### src/design/pwm_fm_map.vh
// Register map, field positions and timing constants of the counter generator
`ifndef PWM_FM_MAP_VH
`define PWM_FM_MAP_VH

// Register byte offsets, per-channel blocks start at CH_BASE
`define CTRL_OFF      12'h000
`define STATUS_OFF    12'h004
`define CH_BASE       12'h040
`define CH_STRIDE_LG  4
`define CH_CFG_OFF    4'h0
`define CH_PERIOD_OFF 4'h4
`define CH_HIGH_OFF   4'h8
`define CH_ARM_OFF    4'hc

// Channel configuration fields
`define CFG_EN_BIT    0
`define CFG_MODE_BIT  1
`define CFG_ORDER_BIT 2
`define CFG_IDLE_BIT  3
`define CFG_GATED_BIT 4
`define CFG_BASE_LSB  8
`define CFG_BASE_MSB  10

// Global control fields
`define CTRL_RUN_BIT  0

// Frequency base codes
`define BASE_1MHZ     3'h0
`define BASE_100KHZ   3'h1
`define BASE_10KHZ    3'h2
`define BASE_1KHZ     3'h3
`define BASE_100HZ    3'h4

// Reference rate and system clock in kHz
`define CLK_KHZ       50000
`define XTAL_KHZ      1000
`define DECADE        10

// Reset values
`define PERIOD_RST    16'h0064
`define HIGH_RST      16'h0032

`endif

### src/design/counter_pwm_fm_generator.v
// Ten-channel pulse-width and frequency square-wave generator with APB access
//
// The implementer's own choices: register access over APB and the address map.
`timescale 1ns/100ps
`include "pwm_fm_map.vh"

module counter_pwm_fm_generator #(
  parameter NCH   = 10,
  parameter CNT_W = 16
) (
  input  wire            pclk,
  input  wire            presetn,
  input  wire            psel,
  input  wire            penable,
  input  wire            pwrite,
  input  wire [11:0]     paddr,
  input  wire [31:0]     pwdata,
  output reg  [31:0]     prdata,
  output wire            pready,
  output wire            pslverr,
  output wire [NCH-1:0]  wave_out
);

  // Per-channel configuration and the inputs the host refreshes
  reg              run_reg;
  reg  [10:0]      cfg_reg    [0:NCH-1];
  reg  [CNT_W-1:0] period_reg [0:NCH-1];
  reg  [CNT_W-1:0] high_reg   [0:NCH-1];
  reg              arm_reg    [0:NCH-1];
  wire [4:0]       base_tick;
  wire [CNT_W-1:0] count      [0:NCH-1];
  wire [NCH-1:0]   armed;
  wire             wr_en;
  wire             rd_en;
  wire             ch_hit;
  wire [3:0]       ch_idx;
  wire [3:0]       ch_off;
  reg              addr_ok;
  integer          i;

  // Channel index and register offset inside a channel block
  function [3:0] chan_of;
    input [11:0] a;
    begin
      chan_of = a[`CH_STRIDE_LG+3:`CH_STRIDE_LG];
    end
  endfunction

  // Pick one frequency-base enable from the divider chain
  function sel_tick;
    input [2:0] code;
    input [4:0] ticks;
    begin
      case (code)
        `BASE_1MHZ:   sel_tick = ticks[0];
        `BASE_100KHZ: sel_tick = ticks[1];
        `BASE_10KHZ:  sel_tick = ticks[2];
        `BASE_1KHZ:   sel_tick = ticks[3];
        `BASE_100HZ:  sel_tick = ticks[4];
        default:      sel_tick = 1'b0;
      endcase
    end
  endfunction

  // APB decode: zero wait states, unmapped addresses answer with an error
  // Compare the full offset so high addresses never alias onto a channel
  assign ch_hit = (paddr >= `CH_BASE) &&
                  ((paddr - `CH_BASE) < (NCH << `CH_STRIDE_LG));
  assign ch_idx = chan_of(paddr - `CH_BASE);
  assign ch_off = paddr[3:0];
  assign pready = 1'b1;
  assign pslverr = psel && penable && !addr_ok;
  assign wr_en = psel && penable && pwrite && addr_ok;
  assign rd_en = psel && !penable && !pwrite;

  always @* begin
    addr_ok = (paddr == `CTRL_OFF) || (paddr == `STATUS_OFF) || ch_hit;
  end

  // Register writes; frequency-mode duty locks while running
  always @(posedge pclk or negedge presetn) begin
    if (!presetn) begin
      run_reg <= 1'b0;
      for (i = 0; i < NCH; i = i + 1) begin
        cfg_reg[i]    <= 11'h000;
        period_reg[i] <= `PERIOD_RST;
        high_reg[i]   <= `HIGH_RST;
        arm_reg[i]    <= 1'b0;
      end
    end else if (wr_en) begin
      if (paddr == `CTRL_OFF)
        run_reg <= pwdata[`CTRL_RUN_BIT];
      else if (ch_hit) begin
        case (ch_off)
          `CH_CFG_OFF:
            if (!run_reg)
              cfg_reg[ch_idx] <= pwdata[10:0];
          // Period is the base-relative frequency, fixed in PWM mode
          `CH_PERIOD_OFF:
            if (!run_reg || cfg_reg[ch_idx][`CFG_MODE_BIT])
              period_reg[ch_idx] <= pwdata[CNT_W-1:0];
          // High time carries the duty fraction in PWM mode
          `CH_HIGH_OFF:
            if (!run_reg || !cfg_reg[ch_idx][`CFG_MODE_BIT])
              high_reg[ch_idx] <= pwdata[CNT_W-1:0];
          `CH_ARM_OFF:
            arm_reg[ch_idx] <= pwdata[0];
          default: ;
        endcase
      end
    end
  end

  // Read data registered in the setup phase for the access phase
  always @(posedge pclk or negedge presetn) begin
    if (!presetn)
      prdata <= 32'h00000000;
    else if (rd_en) begin
      prdata <= 32'h00000000;
      if (paddr == `CTRL_OFF)
        prdata <= {31'h00000000, run_reg};
      else if (paddr == `STATUS_OFF)
        prdata <= {{(32-NCH){1'b0}}, wave_out};
      else if (ch_hit)
        case (ch_off)
          `CH_CFG_OFF:    prdata <= {21'h000000, cfg_reg[ch_idx]};
          `CH_PERIOD_OFF: prdata <= {count[ch_idx], period_reg[ch_idx]};
          `CH_HIGH_OFF:   prdata <= {16'h0000, high_reg[ch_idx]};
          `CH_ARM_OFF:    prdata <= {30'h00000000, armed[ch_idx],
                                     arm_reg[ch_idx]};
          default:        prdata <= 32'h00000000;
        endcase
    end
  end

  // Arm only while running; gated channels also need their arm bit
  genvar g;
  generate
    for (g = 0; g < NCH; g = g + 1) begin : chan
      assign armed[g] = run_reg && cfg_reg[g][`CFG_EN_BIT] &&
                        (!cfg_reg[g][`CFG_GATED_BIT] || arm_reg[g]);
      // Independent 16-bit channel
      wave_channel #(
        .CNT_W(CNT_W)
      ) u_ch (
        .pclk            (pclk),
        .presetn         (presetn),
        .tick            (sel_tick(cfg_reg[g][`CFG_BASE_MSB:`CFG_BASE_LSB],
                                   base_tick)),
        .armed           (armed[g]),
        .order_low_first (cfg_reg[g][`CFG_ORDER_BIT]),
        .idle_level      (cfg_reg[g][`CFG_IDLE_BIT]),
        .period          (period_reg[g]),
        .high_time       (high_reg[g]),
        .wave_out        (wave_out[g]),
        .count           (count[g])
      );
    end
  endgenerate

  // Shared base divider from the 1 MHz reference
  base_divider u_div (
    .pclk      (pclk),
    .presetn   (presetn),
    .base_tick (base_tick)
  );

endmodule // counter_pwm_fm_generator

### src/design/base_divider.v
// Decade divider making the five selectable frequency-base enables
`timescale 1ns/100ps
`include "pwm_fm_map.vh"

module base_divider #(
  parameter PRE_DIV = `CLK_KHZ / `XTAL_KHZ
) (
  input  wire       pclk,
  input  wire       presetn,
  output wire [4:0] base_tick
);

  reg  [5:0] pre_reg;
  reg  [3:0] dec_reg [0:3];
  wire       ref_tick;
  wire [3:0] wrap;
  integer    i;

  // 1 MHz reference enable derived from pclk
  assign ref_tick = (pre_reg == PRE_DIV - 1);
  always @(posedge pclk or negedge presetn) begin
    if (!presetn)
      pre_reg <= 6'h00;
    else if (ref_tick)
      pre_reg <= 6'h00;
    else
      pre_reg <= pre_reg + 6'h01;
  end

  // Each stage counts ten ticks of the previous stage
  assign wrap[0] = ref_tick && (dec_reg[0] == `DECADE - 1);
  assign wrap[1] = wrap[0] && (dec_reg[1] == `DECADE - 1);
  assign wrap[2] = wrap[1] && (dec_reg[2] == `DECADE - 1);
  assign wrap[3] = wrap[2] && (dec_reg[3] == `DECADE - 1);

  always @(posedge pclk or negedge presetn) begin
    if (!presetn) begin
      for (i = 0; i < 4; i = i + 1)
        dec_reg[i] <= 4'h0;
    end else begin
      if (ref_tick)
        dec_reg[0] <= wrap[0] ? 4'h0 : dec_reg[0] + 4'h1;
      for (i = 1; i < 4; i = i + 1)
        if (wrap[i-1])
          dec_reg[i] <= wrap[i] ? 4'h0 : dec_reg[i] + 4'h1;
    end
  end

  assign base_tick = {wrap, ref_tick};

endmodule // base_divider

### src/design/wave_channel.v
// One 16-bit counter channel producing the square wave
`timescale 1ns/100ps
`include "pwm_fm_map.vh"

module wave_channel #(
  parameter CNT_W = 16
) (
  input  wire             pclk,
  input  wire             presetn,
  input  wire             tick,
  input  wire             armed,
  input  wire             order_low_first,
  input  wire             idle_level,
  input  wire [CNT_W-1:0] period,
  input  wire [CNT_W-1:0] high_time,
  output reg              wave_out,
  output wire [CNT_W-1:0] count
);

  reg  [CNT_W-1:0] cnt_reg;
  reg  [CNT_W-1:0] per_reg;
  reg  [CNT_W-1:0] hi_reg;
  wire             last;
  wire [CNT_W-1:0] low_time;
  wire             in_high;

  // Settings reload at period end or while disarmed, so a period is never torn
  assign last = (cnt_reg >= per_reg - 1'b1) || (per_reg == {CNT_W{1'b0}});
  always @(posedge pclk or negedge presetn) begin
    if (!presetn) begin
      cnt_reg <= {CNT_W{1'b0}};
      per_reg <= `PERIOD_RST;
      hi_reg  <= `HIGH_RST;
    end else if (!armed) begin
      cnt_reg <= {CNT_W{1'b0}};
      per_reg <= period;
      hi_reg  <= high_time;
    end else if (tick) begin
      if (last) begin
        cnt_reg <= {CNT_W{1'b0}};
        per_reg <= period;
        hi_reg  <= high_time;
      end else
        cnt_reg <= cnt_reg + 1'b1;
    end
  end

  // High phase length comes from high time, capped at the period
  assign low_time = (hi_reg >= per_reg) ? {CNT_W{1'b0}} : per_reg - hi_reg;
  assign in_high = order_low_first ? (cnt_reg >= low_time)
                                   : (cnt_reg < hi_reg);

  // Registered output; zero or full high time gives a flat line
  always @(posedge pclk or negedge presetn) begin
    if (!presetn)
      wave_out <= 1'b0;
    else if (!armed)
      wave_out <= idle_level;
    else if (hi_reg == {CNT_W{1'b0}})
      wave_out <= 1'b0;
    else if (hi_reg >= per_reg)
      wave_out <= 1'b1;
    else
      wave_out <= in_high;
  end

  assign count = cnt_reg;

endmodule // wave_channel

### config.mk
export PLATFORM = sky130hd
export DESIGN_NAME = counter_pwm_fm_generator
export DESIGN_NICKNAME = d
export VERILOG_FILES = /design/src/design/counter_pwm_fm_generator.v /design/src/design/base_divider.v /design/src/design/wave_channel.v
export VERILOG_INCLUDE_DIRS = /design/src /design/src/design
export SDC_FILE = /design/constraint.sdc
export NUM_CORES = 2
export LEC_CHECK = 0
export BUFFER_PORTS_ARGS = -buffer_cell sky130_fd_sc_hd__buf_2
export CORE_ASPECT_RATIO = 0.6
export CORE_MARGIN = 2
export CORE_UTILIZATION = 40
export DETAILED_ROUTE_END_ITERATION = 7
export SYNTH_ARGS = -nofsm -noshare
export SYNTH_HDL_FRONTEND = slang
export SYNTH_SLANG_ARGS = --single-unit
### constraint.sdc
create_clock -name pclk -period 6.3 [get_ports pclk]
set_clock_uncertainty 0.1 [all_clocks]
set_input_delay 0.63 -clock pclk [delete_from_list [all_inputs] [get_ports pclk]]
set_output_delay 0.63 -clock pclk [all_outputs]
set_load 0.05 [all_outputs]
Word level (Yosys, flattened, before mapping)

Index checks and enable logic that the tools add are counted.

Register bits after elaboration: 985
Output and inout bits: 44
Word-level logic and storage cells: 545

$add $sub $neg: 37
Magnitude comparators: 45
Eq/ne operators: 69
Muxes and demuxes: 186
Bitwise logic cells: 3
Reductions and logical operators: 118

Operator list:

| operator                                                     | count |
|---|---|
| 2-to-1 mux 16 bit                                            | 107 |
| >= comparator 16 bit                                         | 30 |
| bitwise mux 160 bit                                          | 2 |
| zero test 16 bit                                             | 20 |
| binary-select mux 16 bit (select 4 bit)                      | 3 |
| adder 16 x 1 -> 16 bit (second input constant)               | 10 |
| less-than comparator 16 bit                                  | 10 |
| subtractor 16 x 1 -> 16 bit (second input constant)          | 10 |
| subtractor 16 bit                                            | 10 |
| one-hot mux 32 bit (4 select lines)                          | 1 |
| bitwise mux 110 bit                                          | 1 |
| 2-to-1 mux 32 bit                                            | 3 |
| demux 16 bit (select 4 bit)                                  | 1 |
| == test 3 x 2 -> 1 bit (second input constant)               | 20 |
| one-hot mux 1 bit (5 select lines)                           | 10 |
| binary-select mux 11 bit (select 4 bit)                      | 1 |
| demux 11 bit (select 4 bit)                                  | 1 |
| 2-to-1 mux 1 bit                                             | 44 |
| 2-to-1 mux 11 bit                                            | 3 |
| logical AND 1 bit                                            | 32 |
| less-than comparator 32 x 8 -> 1 bit (second input constant) | 1 |
| == test 3 x 1 -> 1 bit (second input constant)               | 10 |
| == test 3 bit (second input constant)                        | 10 |
| zero test 3 bit                                              | 10 |
| other kinds (28)                                             | 108 |

Logic depth before layout (Yosys ltp)

Depth after elaboration: 9
Depth in mapped cells: 20
Mapped depth without buffers: 19

Modules after synthesis

Synthesis repeated with hierarchy kept, for this count alone.

Cell total of the unflattened synthesis: 6,460
Area, all modules: 68,224.2 um^2

By module, submodules not included:

| module                           | instances | cells an instance | area an instance (um^2) |
|---|---|---|---|
| counter_pwm_fm_generator         | 1         | 1,747             | 24,168.2 |
| wave_channel at chan[4].u_ch ... | 4         | 467               | 4,310.4 |
| wave_channel at chan[0].u_ch ... | 3         | 459               | 4,264.1 |
| wave_channel at chan[3].u_ch     | 1         | 445               | 4,356.7 |
| wave_channel at chan[8].u_ch     | 1         | 455               | 4,239.1 |
| wave_channel at chan[9].u_ch     | 1         | 448               | 4,216.5 |
| base_divider                     | 1         | 120               | 1,209.9 |

Worst setup path before layout

Ideal clock, no wire load.

Path kind: register to register
Start: register chan[3].u_ch.per_reg[9]
End: register chan[3].u_ch.hi_reg[0]
Setup time: 0.125 ns
Data arrival time: 4.135 ns
Data required time: 6.075 ns
Setup slack: 1.940 ns
Cell stages (with the launch flop): 13
Path buffers: 1
Cells stage by stage: dfrtp_1 or3_1 nor3_1 nand4_1 or3_1 xor2_1 ha_1 nand4_1 nor4_1 a21oi_1 nor2_1 buf_4 mux2_2

Word-level cells in the longest chain between the ends: 5
Elaborated cells between the ends (all ways): 6
Those cells by class: add/sub: 1; order compare: 1; eq/ne: 1; reduce/logical: 3

RTL lines:

| item                                     | RTL line          | source |
|---|---|---|
| from (decl)                              | wave_channel.v:21 | `reg [CNT_W-1:0] per_reg;` |
| from (signal assigned)                   | wave_channel.v:32 | `` per_reg <= `PERIOD_RST; `` |
| from (signal assigned)                   | wave_channel.v:36 | `per_reg <= period;` |
| from (signal assigned)                   | wave_channel.v:41 | `per_reg <= period;` |
| subtractor 16 x 1 -> 16 bit              | wave_channel.v:28 | `assign last = (cnt_reg >= per_reg - 1'b1) \|\| (per_reg == {CNT_W{1'b0}});` |
| >= comparator 16 bit                     | wave_channel.v:28 |  |
| logical OR 1 bit (*)                     | wave_channel.v:28 |  |
| != test 2 bit (no source line) (*)       | -                 |  |
| AND reduction 2 bit (no source line) (*) | -                 |  |
| to (signal assigned)                     | wave_channel.v:33 | `` hi_reg <= `HIGH_RST; `` |
| to (signal assigned)                     | wave_channel.v:37 | `hi_reg <= high_time;` |
| to (signal assigned)                     | wave_channel.v:42 | `hi_reg <= high_time;` |
| to (decl)                                | wave_channel.v:22 | `reg [CNT_W-1:0] hi_reg;` |

Every way passes the cells marked *; elsewhere a longest branch is shown, timed or not.
A chain may end at the register's enable or synchronous reset.

Worst setup path in the final report

Start: register chan[6].u_ch.per_reg[1]
End: register chan[6].u_ch.per_reg[9]

Word-level cells in the longest chain between the ends: 5
Elaborated cells between the ends (all ways): 6
Those cells by class: add/sub: 1; order compare: 1; eq/ne: 1; reduce/logical: 3

RTL lines:

| item                                     | RTL line |
|---|---|
| from (decl)                              | wave_channel.v:21 |
| from (signal assigned)                   | wave_channel.v:32 |
| from (signal assigned)                   | wave_channel.v:36 |
| from (signal assigned)                   | wave_channel.v:41 |
| subtractor 16 x 1 -> 16 bit              | wave_channel.v:28 |
| >= comparator 16 bit                     | wave_channel.v:28 |
| logical OR 1 bit (*)                     | wave_channel.v:28 |
| != test 2 bit (no source line) (*)       | - |
| AND reduction 2 bit (no source line) (*) | - |

Marked as above.

==> results.toml <==
[run_status]
outcome = "finished clean"

[place]
dp_hpwl_mm = 193
io_buffers = 75
dp_cells = 8658
gp_congestion = 1.00

[cts]
clock_latency_ps = 760
cts.reportedPaths.clkPinSlew_ps = 70
cts_tree = "done"
h-tree-depth = 3
post_cts_buffers = 0
cts.path.max_buffers = 3
ctsHoldBuffers = 1
cts_made_buffers = 95
cts-root-buf = "clkbuf_16"
cts.repair.resized = 0
numClockSinks = 985

[grt]
grt_overflow = 0
gr-usage-met2_pct = 33.2
grtUsageMet3_pct = 13.8
grt_pass1_wl_mm = 361
grt_max_degree = 172
grt_antenna_before_repair = 41
first_global_vias = 50200
grt.total_usage_pct = 28.8
grt_util_met1_pct = 45.5
busiest_layer = "met1"

[die]
die_h_um = 321
rows = 116
coreArea_um2 = 167000
die-area_um2 = 171000
start_util_pct = 40.2
dieWidth_um = 532
io_pins = 93

[timing]
fmax_mhz = 193
maxSlewViolCount = 0
timing.final.crit_share_pct = 82.3
rsz0062_at_grt = "false"
finalCriticalPeriod_ps = 5190
tightest_slew_ps = 1290
setup_viol = 0
fin_tns_setup_ps = 0
holdWs_ps = 297
relSlewSlack_pct = 13.8
hold_viol_final = 0

[setup_path]
critPathSlowestCell = "nor4_1"
end_kind = "register"
rr_worst_depth = 15
timing.rr.start = "chan[6].u_ch.per_reg[1]$_DFFE_PN0P_"
r2r_end = "chan[6].u_ch.per_reg[9]$_DFFE_PN0P_"
required_ps = 6800
slowest_delay_ps = 620
worstPathCellList = "nor3_1 -> nand2b_1 -> nor4_1 -> nand2_1 -> or2_2 -> nor4_1 -> xnor2_1 -> ha_1 -> nand4_1 -> nor4_1 -> o31ai_2 -> buf_4 -> a21oi_2 -> buf_4 -> mux2_2"
r2r_setup_slack_ps = 1110
crit_top_cell = "nor4_1"
path_buf_inv = 2
cp_max_fo = 32
worstSetupPathType = "register to register"
start_kind = "register"
worst_ep_arrival_time_ps = 5690
cpLargestDelayFamily = "simple AND/OR/NAND/NOR gates"

[synthesis]
yosysTopAreaCellShare_pct = 32.3
synth_seq_cells = 985
syn_area_um2 = 67000
synth_seq_area_share_pct = 37.0
ys_async_sr_fraction_pct = 100
synth_area_leaders = "dfrtp_1 (32%), ha_1 (12%), mux2_2 (12%), dfstp_2 (4.7%), mux4_2 (4.1%)"
synth_ff_type = "dfrtp_1"
yosysUniqueCellTypes = 93
synthCells = 6538
syn_nets = 7262
synth_area_per_cell_um2 = 10.3
yosys_warnings = 0
synth_enable_flop_cells = 0
yosys.area.top_type = "dfrtp_1"

[layout]
layout.cells.non_filler = 8848
nNetsFinal = 7238
final_common_cell = "dfrtp_1"
fillers = 15800
final_layout_size_suffix_gt1_share_pct = 20.1
layout_common_cells = "dfrtp_1 (865), mux2_2 (688), ha_1 (664)"
syn2layout_area_growth_pct = 9.02

[drt]
drtIter0Drc = 7132
drc = 0
vias_per_cell = 6.24
wl_mm = 251
vias = 55200
ant_nets = 0
first_pass_iters = 7
wire_per_inst_um = 28.4

[power]
switching_power_w = 0.00328
pwr-share-seq_pct = 48.2
power.leakage_nw = 34.5
pwr-share-comb_pct = 4.0
peakVddDrop_uv = 232
power_frac_clock_pct = 47.8
switching_share_pct = 24.9
intPower_w = 0.00986
powerDensity_nw_per_um2 = 180

[hold_path]
min_path_type = "primary input to asynchronous set/reset pin"

[job]
maxCapViolCount = 0
worst max-delay path by stage:
stage,cells after the start,slack [ps],startpoint,to
detailed placement,15,1250,chan[0].u_ch.per_reg[3]$_DFFE_PN0P_,chan[0].u_ch.per_reg[9]$_DFFE_PN0P_
global route,15,880,chan[0].u_ch.per_reg[3]$_DFFE_PN0P_,chan[0].u_ch.per_reg[10]$_DFFE_PN0P_
global placement,15,1360,chan[6].u_ch.per_reg[1]$_DFFE_PN0P_,chan[6].u_ch.per_reg[15]$_DFFE_PN0P_
CTS,15,1240,chan[0].u_ch.per_reg[3]$_DFFE_PN0P_,chan[0].u_ch.per_reg[9]$_DFFE_PN0P_
finish,15,1110,chan[6].u_ch.per_reg[1]$_DFFE_PN0P_,chan[6].u_ch.per_reg[9]$_DFFE_PN0P_
floorplan,12,1940,chan[3].u_ch.per_reg[9]$_DFFE_PN0P_,chan[3].u_ch.hi_reg[0]$_DFFE_PN0P_
per-layer routing:
metal,up-vias,share of wire (%)
li1,24300,-
met1,27800,48
met2,2832,34
met3,284,15
met4,24,2.4
met5,-,0.083
cell usage after synthesis (44+ instances only):
library cell,count
nand3_1,202
a21o_1,110
buf_2,63
a22o_1,83
a22oi_1,44
o211ai_1,51
nor2_1,314
a31oi_1,47
nor2b_1,104
a211oi_1,79
dfstp_2,120
xor2_1,75
mux2i_1,57
dfrtp_1,865
nand2b_1,64
a21oi_1,288
and3_1,65
nor4_1,101
mux2_2,688
ha_1,665
nand4_1,118
o21ai_0,445
nand2_1,440
clkbuf_1,158
o22ai_1,46
mux4_2,122
nor3_1,119
inv_1,319
xnor2_1,165
metrics by stage:
stage | total power (W) | instance area (µm²) | util, % | worst slack [ps]
2_1_floorplan | 0.00669 | 67000 | - | 1940
3_3_place_gp | 0.00697 | 69700 | 41.8 | 1360
3_5_place_dp | 0.00697 | 69700 | 41.8 | 1250
4_1_cts | 0.0132 | 73100 | 43.8 | 1240
5_1_grt | 0.0135 | 73100 | 43.8 | 876
6_report | 0.0131 | 73100 | 43.9 | 1110
power groups by stage:
stage	logic [W]	registers (W)	clock network, W
after floorplan	0.000237	0.00646	0
final	0.000521	0.00634	0.00628
after CTS	0.000512	0.00634	0.00631
after global placement	0.000507	0.00646	0
after detailed placement	0.000510	0.00646	0
after global routing	0.000558	0.00634	0.00656
logic make-up after synthesis:
family	synth area share [%]
other	0.00559
and+or+nand+nor	12.7
AOI/OAI and AO/OA	14.0
adders and majority gates	12.7
DFF	37.0
buffers and inverters	3.62
muxes	16.9
xor gates and xnor gates	3.14
cell type report:
type / count / area (µm²) / share of cell area (%)
clock inverters: 52 / 636 / 0.870
repair buffers: 157 / 1070 / 1.46
multi-input cells: 4955 / 39900 / 54.5
clock buffers: 128 / 2690 / 3.68
flip-flops and latches: 985 / 24800 / 33.9
diodes: 9 / 22.5 / 0.0308
inverters: 320 / 1200 / 1.64
well taps: 2242 / 2810 / 3.84
worst reg2reg max path, delay by kind of cell (launching register included):
family	cells	cell delay, ps
simple gates	8	2670
buf+inv	2	670
flops	1	460
mux	1	420
fa+ha+maj	1	320
compound gates	2	290
xor+xnor	1	110
Note: power is estimated with default switching activity, not from simulation.
